$ cat config.mk
export PLATFORM = sky130hd
export DESIGN_NAME = pioc_ddr_io
export DESIGN_NICKNAME = d
export VERILOG_FILES = /design/src/rtl/pioc_pkg.sv /design/src/rtl/pioc_sync_if.sv /design/src/rtl/pioc_sync.sv /design/src/rtl/pioc_ddr_io.sv
export SDC_FILE = /design/constraint.sdc
export NUM_CORES = 1
export LEC_CHECK = 0
export BUFFER_PORTS_ARGS = -buffer_cell sky130_fd_sc_hd__buf_2
export CELL_PAD_IN_SITES_DETAIL_PLACEMENT = 1
export CELL_PAD_IN_SITES_GLOBAL_PLACEMENT = 1
export CORE_AREA = 4 4 112 114
export DETAILED_ROUTE_END_ITERATION = 16
export DIE_AREA = 0 0 116 118
export PLACE_DENSITY_LB_ADDON = 0.1
export RECOVER_POWER = 25
export SYNTH_ARGS = -nofsm -noshare
export SYNTH_HDL_FRONTEND = slang
export SYNTH_SLANG_ARGS = --single-unit
$ cat constraint.sdc
create_clock -name i_ref_clk -period 5.9 [get_ports i_ref_clk]
set_input_delay 0.59 -clock i_ref_clk [delete_from_list [all_inputs] [get_ports i_ref_clk]]
set_output_delay 0.59 -clock i_ref_clk [all_outputs]
set_load 0.02 [all_outputs]
$ cat src/rtl/pioc_pkg.sv
// Shared constants and types of the configurable I/O block.
// Assumes a single 25 MHz reference clock and a 32-bit Avalon-MM register bus.
package pioc_pkg;

	// Clock rate and ramp step time
	localparam int CLK_HZ        = 25_000_000;
	localparam int SLEW_STEP_NS  = 10_000;
	localparam int SLEW_STEP_CYC = (SLEW_STEP_NS * (CLK_HZ / 1_000_000)) / 1000;

	// Register byte offsets
	localparam logic [7:0] OFS_CTRL   = 8'h00;
	localparam logic [7:0] OFS_STATUS = 8'h04;
	localparam logic [7:0] OFS_BUCK1  = 8'h08;
	localparam logic [7:0] OFS_BUCK2  = 8'h0C;
	localparam logic [7:0] OFS_SLEW   = 8'h10;
	localparam logic [7:0] OFS_RSTCNT = 8'h14;
	localparam logic [7:0] OFS_NOW1   = 8'h18;
	localparam logic [7:0] OFS_NOW2   = 8'h1C;

	// Control register fields
	localparam int CTRL_PA_LVL  = 0;
	localparam int CTRL_PB_LVL  = 1;
	localparam int CTRL_PC_LVL  = 2;
	localparam int CTRL_PB_PP   = 3;
	localparam int CTRL_MRS     = 4;
	localparam int CTRL_CRR_EN  = 5;
	localparam int CTRL_PA_SEQ  = 6;
	localparam int CTRL_PC_SEQ  = 7;

	// Status register fields
	localparam int ST_PA    = 0;
	localparam int ST_PC    = 1;
	localparam int ST_PG    = 2;
	localparam int ST_PB    = 3;
	localparam int ST_RAMP  = 4;
	localparam int ST_CSEEN = 5;

	// Reset values
	localparam logic [7:0] CTRL_RST  = 8'h07;
	localparam logic [5:0] BUCK1_DEF = 6'h10;
	localparam logic [5:0] BUCK2_DEF = 6'h14;
	localparam logic [2:0] SLEW_RST  = 3'h0;

	// Input synchroniser lanes
	localparam int         SYNC_N   = 3;
	localparam int         SYNC_A   = 0;
	localparam int         SYNC_C   = 1;
	localparam int         SYNC_PG  = 2;
	localparam logic [2:0] SYNC_RST = 3'h3;

	// Bus answer sequence
	typedef enum logic {BUS_IDLE, BUS_ANSWER} pioc_bus_e;

endpackage

$ cat src/rtl/pioc_sync_if.sv
// Carries raw pin levels into the synchroniser and filtered levels back out.
// Assumes the top module drives raw and reads level and fall.
`timescale 1ns/100ps
interface pioc_sync_if;
	logic [2:0] raw;
	logic [2:0] level;
	logic [2:0] fall;

	modport drv (output raw, input level, input fall);
	modport syn (input raw, output level, output fall);
endinterface

$ cat src/rtl/pioc_sync.sv
// Three-stage synchroniser with agreement filter and falling-edge pulse.
// Assumes asynchronous pin inputs and a synchronous active-low reset.
`timescale 1ns/100ps
module pioc_sync
(
	input  wire logic     i_ref_clk,
	input  wire logic     i_rst_n,
	pioc_sync_if.syn      sif
);

	typedef struct packed {
		logic [2:0] s1;
		logic [2:0] s2;
		logic [2:0] s3;
		logic [2:0] level;
		logic [2:0] fall;
	} pioc_sync_state_s;

	pioc_sync_state_s s_r;
	pioc_sync_state_s s_nxt;

	// Stage one feeds only stage two; the filter looks at stages two and three
	always_comb
	begin
		s_nxt = s_r;
		s_nxt.s1 = sif.raw;
		s_nxt.s2 = s_r.s1;
		s_nxt.s3 = s_r.s2;
		for (int b = 0; b < pioc_pkg::SYNC_N; b++)
		begin
			if (s_r.s2[b] == s_r.s3[b])
				s_nxt.level[b] = s_r.s2[b];
			s_nxt.fall[b] = s_r.level[b] & ~s_nxt.level[b];
		end
	end

	always_ff @(posedge i_ref_clk)
	begin
		if (!i_rst_n)
		begin
			s_r       <= '0;
			s_r.s1    <= pioc_pkg::SYNC_RST;
			s_r.s2    <= pioc_pkg::SYNC_RST;
			s_r.s3    <= pioc_pkg::SYNC_RST;
			s_r.level <= pioc_pkg::SYNC_RST;
		end
		else
			s_r <= s_nxt;
	end

	// Outputs come straight from flip-flops, one pulse per filtered fall
	genvar g;
	generate
		for (g = 0; g < 3; g++)
		begin : g_out
			assign sif.level[g] = s_r.level[g];
			assign sif.fall[g]  = s_r.fall[g];
		end
	endgenerate

endmodule // pioc_sync

$ cat src/rtl/pioc_ddr_io.sv
// Configurable I/O logic: memory-reset pass/latch pin pair and core rail reset pin.
// Assumes a 25 MHz clock, synchronous active-low power-on reset, and an
// Avalon-MM master that holds its request until waitrequest is low.
//
// Overview of operation
// Pin A open-drain from level bit when mode clear
// Pin A level from user bit or sequencer
// Mode set, power good: pin B follows A
// Power good low: B low after reset, else latched
// Mode clear, drive type 0: B open-drain
// Mode clear, drive type 1: B push-pull
// Mode set: B ignores user bit, keeps buffer
// Reset enable clear: pin C open-drain output
// Pin C fall restores both core voltage registers
// Core rails ramp back at slew rate
// Pins and power good synchronised before edges
// Host idles pin C high, falls only to reset
//
// Added by the designer: the Avalon-MM interface to the registers and the register addresses.
`timescale 1ns/100ps
module pioc_ddr_io
(
	input  wire logic        i_ref_clk,
	input  wire logic        i_rst_n,
	// Avalon-MM slave
	input  wire logic [7:0]  i_address,
	input  wire logic        i_read,
	input  wire logic        i_write,
	input  wire logic [31:0] i_writedata,
	input  wire logic [3:0]  i_byteenable,
	output logic      [31:0] o_readdata,
	output logic             o_waitrequest,
	// Memory-reset input / open-drain output
	input  wire logic        i_pin_a,
	output logic             o_pin_a,
	output logic             o_pin_a_oe,
	// Memory-reset output
	output logic             o_pin_b,
	output logic             o_pin_b_oe,
	// Core rail reset input / open-drain output
	input  wire logic        i_pin_c,
	output logic             o_pin_c,
	output logic             o_pin_c_oe,
	// Power sequencer side
	input  wire logic        i_power_good,
	input  wire logic        i_seq_pin_a_level,
	input  wire logic        i_seq_pin_c_level,
	// Core buck converter set points as applied, and the core rail reset pulse
	output logic      [5:0]  o_buck_one_vsel,
	output logic      [5:0]  o_buck_two_vsel,
	output logic             o_core_rail_reset
);

	typedef struct packed {
		pioc_pkg::pioc_bus_e bus;
		logic [31:0]         rdata;
		logic [7:0]          ctrl;
		logic [1:0][5:0]     tgt;
		logic [1:0][5:0]     now;
		logic [2:0]          slew;
		logic [15:0]         step_cnt;
		logic [7:0]          rst_cnt;
		logic                c_seen;
		logic                pin_b_hold;
		logic                pa_out;
		logic                pa_oe;
		logic                pb_out;
		logic                pb_oe;
		logic                pc_out;
		logic                pc_oe;
		logic                rail_rst;
	} pioc_top_state_s;

	pioc_top_state_s s_r;
	pioc_top_state_s s_nxt;

	pioc_sync_if u_sif ();

	// Pins and power good come from outside the clock domain; every use below
	// reads only the filtered levels, never the raw pins, so a slow edge cannot
	// be seen twice or split between two decisions in one cycle
	// Raw pins into the synchroniser lanes
	assign u_sif.raw[pioc_pkg::SYNC_A]  = i_pin_a;
	assign u_sif.raw[pioc_pkg::SYNC_C]  = i_pin_c;
	assign u_sif.raw[pioc_pkg::SYNC_PG] = i_power_good;

	pioc_sync u_sync
	(
		.i_ref_clk (i_ref_clk),
		.i_rst_n   (i_rst_n),
		.sif       (u_sif.syn)
	);

	logic a_sync;
	logic c_sync;
	logic pg_sync;
	logic c_fall;

	// Filtered levels and the pin C falling-edge pulse
	assign a_sync  = u_sif.level[pioc_pkg::SYNC_A];
	assign c_sync  = u_sif.level[pioc_pkg::SYNC_C];
	assign pg_sync = u_sif.level[pioc_pkg::SYNC_PG];
	assign c_fall  = u_sif.fall[pioc_pkg::SYNC_C];

	// Whole next state: bus slave, pin drivers, rail reset and ramp
	always_comb
	begin
		logic [31:0] rd_word;
		logic [15:0] period;
		logic        mrs;
		logic        a_lvl;
		logic        b_lvl;
		logic        c_lvl;
		logic        wr_go;
		rd_word = 32'h00000000;
		period  = 16'h0000;
		mrs     = 1'b0;
		a_lvl   = 1'b0;
		b_lvl   = 1'b0;
		c_lvl   = 1'b0;
		wr_go   = 1'b0;
		s_nxt   = s_r;
		s_nxt.rail_rst = 1'b0;

		// Register map, one 32-bit word each, low bits only:
		//   control - user levels of pins A, B, C; B push-pull; memory-reset mode;
		//             rail reset enable; sequencer source for pins A and C
		//   status  - filtered pins A, C and power good; driven B level;
		//             ramp in progress; pin C reset seen (write 1 to clear)
		//   targets - core rail set points, restored by a pin C fall
		//   slew    - step period is the base step shifted left by this field
		//   count   - accepted pin C resets, wraps
		//   applied - codes now driven to the two core rails, read only
		// Read multiplexer; unmapped offsets read as zero
		case (i_address)
			pioc_pkg::OFS_CTRL:   rd_word = {24'h000000, s_r.ctrl};
			pioc_pkg::OFS_STATUS:
			begin
				rd_word[pioc_pkg::ST_PA]    = a_sync;
				rd_word[pioc_pkg::ST_PC]    = c_sync;
				rd_word[pioc_pkg::ST_PG]    = pg_sync;
				rd_word[pioc_pkg::ST_PB]    = s_r.pb_oe ? s_r.pb_out : 1'b1;
				rd_word[pioc_pkg::ST_RAMP]  = (s_r.now != s_r.tgt);
				rd_word[pioc_pkg::ST_CSEEN] = s_r.c_seen;
			end
			pioc_pkg::OFS_BUCK1:  rd_word = {26'h0000000, s_r.tgt[0]};
			pioc_pkg::OFS_BUCK2:  rd_word = {26'h0000000, s_r.tgt[1]};
			pioc_pkg::OFS_SLEW:   rd_word = {29'h0000000, s_r.slew};
			pioc_pkg::OFS_RSTCNT: rd_word = {24'h000000, s_r.rst_cnt};
			pioc_pkg::OFS_NOW1:   rd_word = {26'h0000000, s_r.now[0]};
			pioc_pkg::OFS_NOW2:   rd_word = {26'h0000000, s_r.now[1]};
			default:              rd_word = 32'h00000000;
		endcase

		// One wait cycle: data is captured on the first edge, handed over on the second
		case (s_r.bus)
			pioc_pkg::BUS_IDLE:
			begin
				if (i_read || i_write)
				begin
					s_nxt.bus   = pioc_pkg::BUS_ANSWER;
					s_nxt.rdata = i_read ? rd_word : 32'h00000000;
				end
			end
			pioc_pkg::BUS_ANSWER:
			begin
				s_nxt.bus = pioc_pkg::BUS_IDLE;
				wr_go     = i_write & i_byteenable[0];
			end
			default:
				s_nxt.bus = pioc_pkg::BUS_IDLE;
		endcase

		// Register writes; only the low byte lane carries bits
		if (wr_go)
		begin
			case (i_address)
				pioc_pkg::OFS_CTRL:   s_nxt.ctrl   = i_writedata[7:0];
				pioc_pkg::OFS_BUCK1:  s_nxt.tgt[0] = i_writedata[5:0];
				pioc_pkg::OFS_BUCK2:  s_nxt.tgt[1] = i_writedata[5:0];
				pioc_pkg::OFS_SLEW:   s_nxt.slew   = i_writedata[2:0];
				pioc_pkg::OFS_STATUS:
				begin
					if (i_writedata[pioc_pkg::ST_CSEEN])
						s_nxt.c_seen = 1'b0;
				end
				default:
					s_nxt.ctrl = s_r.ctrl;
			endcase
		end

		mrs = s_r.ctrl[pioc_pkg::CTRL_MRS];

		// Pin A: sequencer or user bit sets the open-drain level
		a_lvl = s_r.ctrl[pioc_pkg::CTRL_PA_SEQ] ? i_seq_pin_a_level
		                                        : s_r.ctrl[pioc_pkg::CTRL_PA_LVL];
		if (!mrs)
		begin
			s_nxt.pa_out = 1'b0;
			s_nxt.pa_oe  = ~a_lvl;
		end
		else
		begin
			s_nxt.pa_out = 1'b0;
			s_nxt.pa_oe  = 1'b0;
		end

		// Memory-reset copy: follows pin A while power is good in memory-reset mode, freezes when it drops,
		// so the held value is the level seen at the falling edge of power good
		if (mrs && pg_sync)
			s_nxt.pin_b_hold = a_sync;

		// Pin B level source
		b_lvl = mrs ? s_nxt.pin_b_hold : s_r.ctrl[pioc_pkg::CTRL_PB_LVL];

		// Pin B buffer type applies in both modes; in open-drain use the board
		// pull-up sets the high level, so a released pin is only as fast as that
		// pull-up allows
		// Pin B buffer type applies in both modes
		if (s_r.ctrl[pioc_pkg::CTRL_PB_PP])
		begin
			s_nxt.pb_out = b_lvl;
			s_nxt.pb_oe  = 1'b1;
		end
		else
		begin
			s_nxt.pb_out = 1'b0;
			s_nxt.pb_oe  = ~b_lvl;
		end

		// Pin C: open-drain output unless it is the rail reset input
		c_lvl = s_r.ctrl[pioc_pkg::CTRL_PC_SEQ] ? i_seq_pin_c_level
		                                        : s_r.ctrl[pioc_pkg::CTRL_PC_LVL];
		if (!s_r.ctrl[pioc_pkg::CTRL_CRR_EN])
		begin
			s_nxt.pc_out = 1'b0;
			s_nxt.pc_oe  = ~c_lvl;
		end
		else
		begin
			s_nxt.pc_out = 1'b0;
			s_nxt.pc_oe  = 1'b0;
		end

		// Ramp the applied codes one step per tick toward their targets;
		// the rails are never switched off, only walked back
		period = 16'(pioc_pkg::SLEW_STEP_CYC) << s_r.slew;
		if (s_r.step_cnt == 16'h0000)
		begin
			s_nxt.step_cnt = period - 16'h0001;
			for (int i = 0; i < 2; i++)
			begin
				if (s_r.now[i] < s_r.tgt[i])
					s_nxt.now[i] = s_r.now[i] + 6'h01;
				else if (s_r.now[i] > s_r.tgt[i])
					s_nxt.now[i] = s_r.now[i] - 6'h01;
			end
		end
		else
			s_nxt.step_cnt = s_r.step_cnt - 16'h0001;

		// A pin C fall restores only the two core targets; it beats a same-cycle
		// software write so a host reset is never lost, and it sets the seen flag
		// over any clear in that cycle
		if (s_r.ctrl[pioc_pkg::CTRL_CRR_EN] && c_fall)
		begin
			s_nxt.tgt[0]   = pioc_pkg::BUCK1_DEF;
			s_nxt.tgt[1]   = pioc_pkg::BUCK2_DEF;
			s_nxt.rail_rst = 1'b1;
			s_nxt.c_seen   = 1'b1;
			s_nxt.rst_cnt  = s_r.rst_cnt + 8'h01;
		end
	end

	// Reset leaves the memory-reset copy low, so once memory-reset mode is set the memory is held in reset
	// until the host has driven pin A high while power is good
	// State register; control returns to its defaults on power-on reset
	always_ff @(posedge i_ref_clk)
	begin
		if (!i_rst_n)
		begin
			s_r            <= '0;
			s_r.bus        <= pioc_pkg::BUS_IDLE;
			s_r.ctrl       <= pioc_pkg::CTRL_RST;
			s_r.tgt[0]     <= pioc_pkg::BUCK1_DEF;
			s_r.tgt[1]     <= pioc_pkg::BUCK2_DEF;
			s_r.now[0]     <= pioc_pkg::BUCK1_DEF;
			s_r.now[1]     <= pioc_pkg::BUCK2_DEF;
			s_r.slew       <= pioc_pkg::SLEW_RST;
			s_r.pin_b_hold <= 1'b0;
		end
		else
			s_r <= s_nxt;
	end

	// Combinational so the master sees the wait in the very cycle it asks;
	// every request costs exactly one wait cycle, reads and writes alike
	// Waitrequest is released only in the answer cycle
	assign o_waitrequest = (i_read | i_write) & (s_r.bus != pioc_pkg::BUS_ANSWER);
	assign o_readdata    = s_r.rdata;

	// Pin and rail outputs, all from flip-flops
	assign o_pin_a           = s_r.pa_out;
	assign o_pin_a_oe        = s_r.pa_oe;
	assign o_pin_b           = s_r.pb_out;
	assign o_pin_b_oe        = s_r.pb_oe;
	assign o_pin_c           = s_r.pc_out;
	assign o_pin_c_oe        = s_r.pc_oe;
	assign o_buck_one_vsel   = s_r.now[0];
	assign o_buck_two_vsel   = s_r.now[1];
	assign o_core_rail_reset = s_r.rail_rst;

endmodule // pioc_ddr_io

==> metrics.md <==
| Metric | Value |
|---|---|
| Vias per cell | 5.54 |
| Root Driver | clkbuf_16 |
| Clock power share | 34.4% |
| H-Tree Depth | 3 |
| Largest net degree at the start of global routing | 52 |
| Worst path max stage delay | 1.78 ns |
| Arr. time, crit path | 3.92 ns |
| Count of unique library cells instantiated by Yosys | 58 |
| Initial antenna violation count | 0 |
| Synth area leaders | dfxtp_1 (36%), buf_4 (7.1%), ha_1 (5.7%), a21oi_1 (5.3%), nand2_1 (4.4%) |
| Slew @ Worst Pin | 2.49 ns |
| Rows | 39 |
| Number of CTS-inserted buffers | 9 |
| Via count | 4174 |
| Chain of cells forming the critical path | clkbuf_1 > inv_1 > clkbuf_1 > nor2_1 > a22o_1 |
| Relative slew slack | -66.2% |
| Period utilisation layout | 62.4% |
| Gate power share | 25.9% |
| Share of layout cells above drive strength 1 | 11.3% |
| Starting density of the core | 42.4% |
| Global Route Usage Sum | 19.8% |
| Syn Inst Count | 587 |
| Post-CTS sizing | 0 |
| Final core occ | 45.8% |
| Ys flop type | dfxtp_1 |
| Reg clk slew, reported paths | 0.06 ns |
| Final non-filler cell total | 753 |
| NetSw | 561 uW |
| Post-CTS setup buffer count | 0 |
| Fillers | 1414 |
| Sequential share of power | 39.8% |
| Pre-Repair DR Iteration Count | 4 |
| Maximum fanout along the worst path | 51 |
| Place WS | 2.59 ns |
| Critical Path RT | 6.13 ns |
| Synth top area share | 36.4% |
| Sw frac | 33.2% |
| Final setup violation count | 0 |
| Mean Syn Cell Area | 8.24 um^2 |
| Period minus WS final | 3.68 ns |
| Outcome | complete, but fails checks |
| # IOs | 105 |
| Worst Setup End Kind | flip-flop |
| Sequential element share of the synthesized area | 36.4% |
| Grt total ovfl | 0 |
| GPL Wtd Cong | 0.862 |
| Top cell by count, worst path | clkbuf_1 |
| First-pass GRT wire length | 21.5 mm |
| Cell taking the most area after synthesis | dfxtp_1 |
| Max-Cap Viols | 1 |
| Critical path type | primary input to flip-flop |
| Clk_lat worst skew | 0.34 ns |
| Post-route antenna net violation count | 0 |
| Final WL | 13.4 mm |
| Yosys warns | 0 |
| Crit path max-delay cell type | clkbuf_1 |
| Clock skew | 0.00824 ns |
| Die H | 118 um |
| Fmax | 0.272 GHz |
| Final hold slack | 0.413 ns |
| CTS tree | built |
| Die Area | 13700 um^2 |
| Pwr/cell area | 323 nW/um^2 |
| Dpl cells | 738 |
| P_leak | 0.00215 uW |
| Dpl hpwl | 9.88 mm |
| Max-slew violations | 52 |
| Number of remaining DRC errors | 0 |
| Peak supply drop | 0.000275 V |
| Hold path depth | 1 |
| Failing checks | capacitance limit, slew limit |
| Nets@finish | 683 |
| Die width | 116 um |
| Reg2Reg Depth | 12 |
| P&R area growth vs syn | 8.12% |
| RSZ-0062 raised after global routing | false |
| Sink Count | 88 |
| Internal power | 1130 uW |
| Setup TNS | 0 ns |
| Ant. Diodes | 0 |
| Core ar. | 11400 um^2 |
| CTS max path bufs | 2 |
| Hold_buf cts | 0 |
| Min-delay worst type | flip-flop to flip-flop |
| Ys async rst share | 0% |
| 1st-iter DRT viols | 286 |
| Critical path launch point type | primary input |
| EDFF count, synth | 0 |
| Post-DR wirelength/cell | 17.8 um |
| Fin. Hold Viols | 0 |
| PnR worst setup slack | 2.22 ns |
| Yosys reg bits | 88 |
| Synth Cell Area | 4840 um^2 |
| I/O Buffers | 51 |
| Vias in the first global route | 4272 |
## layout make-up
cell class	instances	area [um^2]	area share, %
multi-input cells	431	2650	50.7
flip-flops and latches	88	1760	33.7
repair buffers	55	264	5.05
clock buffers	10	239	4.57
well taps	143	179	3.42
inverters	21	78.8	1.51
clock inverters	5	57.6	1.10
## synthesized netlist by cell type (2+ instances only)
master	number
o21ai_0	26
inv_1	21
o41ai_1	2
nor3_1	7
a211oi_1	4
o211ai_1	4
ha_1	22
nor2b_1	2
a221oi_1	5
mux2i_1	14
or2_2	2
nand3_1	36
and3_1	5
nor4_1	7
mux2_2	2
buf_4	46
nand2b_1	11
buf_2	2
clkbuf_1	22
or3_1	10
dfxtp_1	88
xnor2_1	8
nand4_1	6
fa_1	2
nor2_1	50
a2111oi_0	2
and2_1	5
or4_1	3
a31oi_1	6
xor2_1	13
o21bai_1	3
a21o_1	6
o31ai_1	2
nand2_1	57
a22oi_1	8
a21oi_1	51
a22o_1	6
## logic make-up (layout without fill, tap and decap cells)
logic type / after synthesis / in the layout / synth area share [%]
xor gates and xnor gates: 21 / 21 / 3.80
other: 1 / 26 / 0.0775
DFF: 88 / 88 / 36.4
buffers and inverters: 93 / 91 / 11.0
AOI/OAI and AO/OA: 134 / 134 / 17.5
adders and majority gates: 24 / 24 / 6.52
and+or+nand+nor: 210 / 210 / 21.4
muxes: 16 / 16 / 3.36
## through the flow
stage / power (uW) / area [um^2]
2_1_floorplan: 1040 / 4930
3_3_place_gp: 1110 / 4960
3_5_place_dp: 1120 / 4960
4_1_cts: 1700 / 5250
5_1_grt: 1790 / 5230
6_report: 1690 / 5230
## power by group through the flow
| stage | sequential, uW | combinational, uW | clock, uW |
|---|---|---|---|
| 2_1_floorplan | 673 | 372 | 0 |
| 3_3_place_gp | 682 | 424 | 0 |
| 3_5_place_dp | 684 | 436 | 0 |
| 4_1_cts | 671 | 438 | 591 |
| 5_1_grt | 677 | 493 | 616 |
| 6_report | 672 | 437 | 581 |
## layout by cell type (no fill, tap or decap), drive strengths merged, types with 11 or more instances in the layout
cell	Yosys	routed
xor2	13	13
inv	21	21
conb	1	26
clkbuf	22	25
mux2i	14	14
o21ai	27	27
ha	22	22
dfxtp	88	88
nand2b	11	11
a21oi	51	51
nand3	36	36
nand2	57	57
or3	11	11
buf	50	40
nor2	51	51
## worst max-delay path, delay by kind of cell
kind,cells,cell delay (ns)
buf+inv,3,2.50
simple gates,1,0.41
compound gates,1,0.37
## layer usage
layer / global-route usage, % / vias up / routed length (um)
met2: 34.0 / 75 / 6700
met5: 0 / - / 0
met4: 5.15 / 0 / 100
met3: 3.08 / 8 / 624
met1: 25.5 / 2049 / 6010
li1: - / 2042 / -
## final timing paths
path | start | end | slack [ns]
max | i_rst_n | o_readdata[2] | 2.22
min | u_sync.s_nxt[9] | u_sync.s_nxt[6] | 0.41
min reg2reg | u_sync.s_nxt[9] | u_sync.s_nxt[6] | 0.41
max reg2reg | o_buck_two_vsel[2] | o_buck_two_vsel[5] | 2.55
## state kept, by name, summed over array words and instances (netlist names), named ones only
| signal | count |
|---|---|
| o_pin_c_oe | 1 |
| o_pin_b_oe | 1 |
| u_sync.sif.fall | 1 |
| o_readdata | 8 |
| o_pin_a_oe | 1 |
| u_sync.s_r | 3 |
| o_core_rail_reset | 1 |
| u_sync.sif.level | 2 |
| o_buck_two_vsel | 6 |
| s_r | 50 |
| o_buck_one_vsel | 6 |
| o_pin_b | 1 |
| u_sync.s_nxt | 6 |
Power figures use the tool's default switching activity.
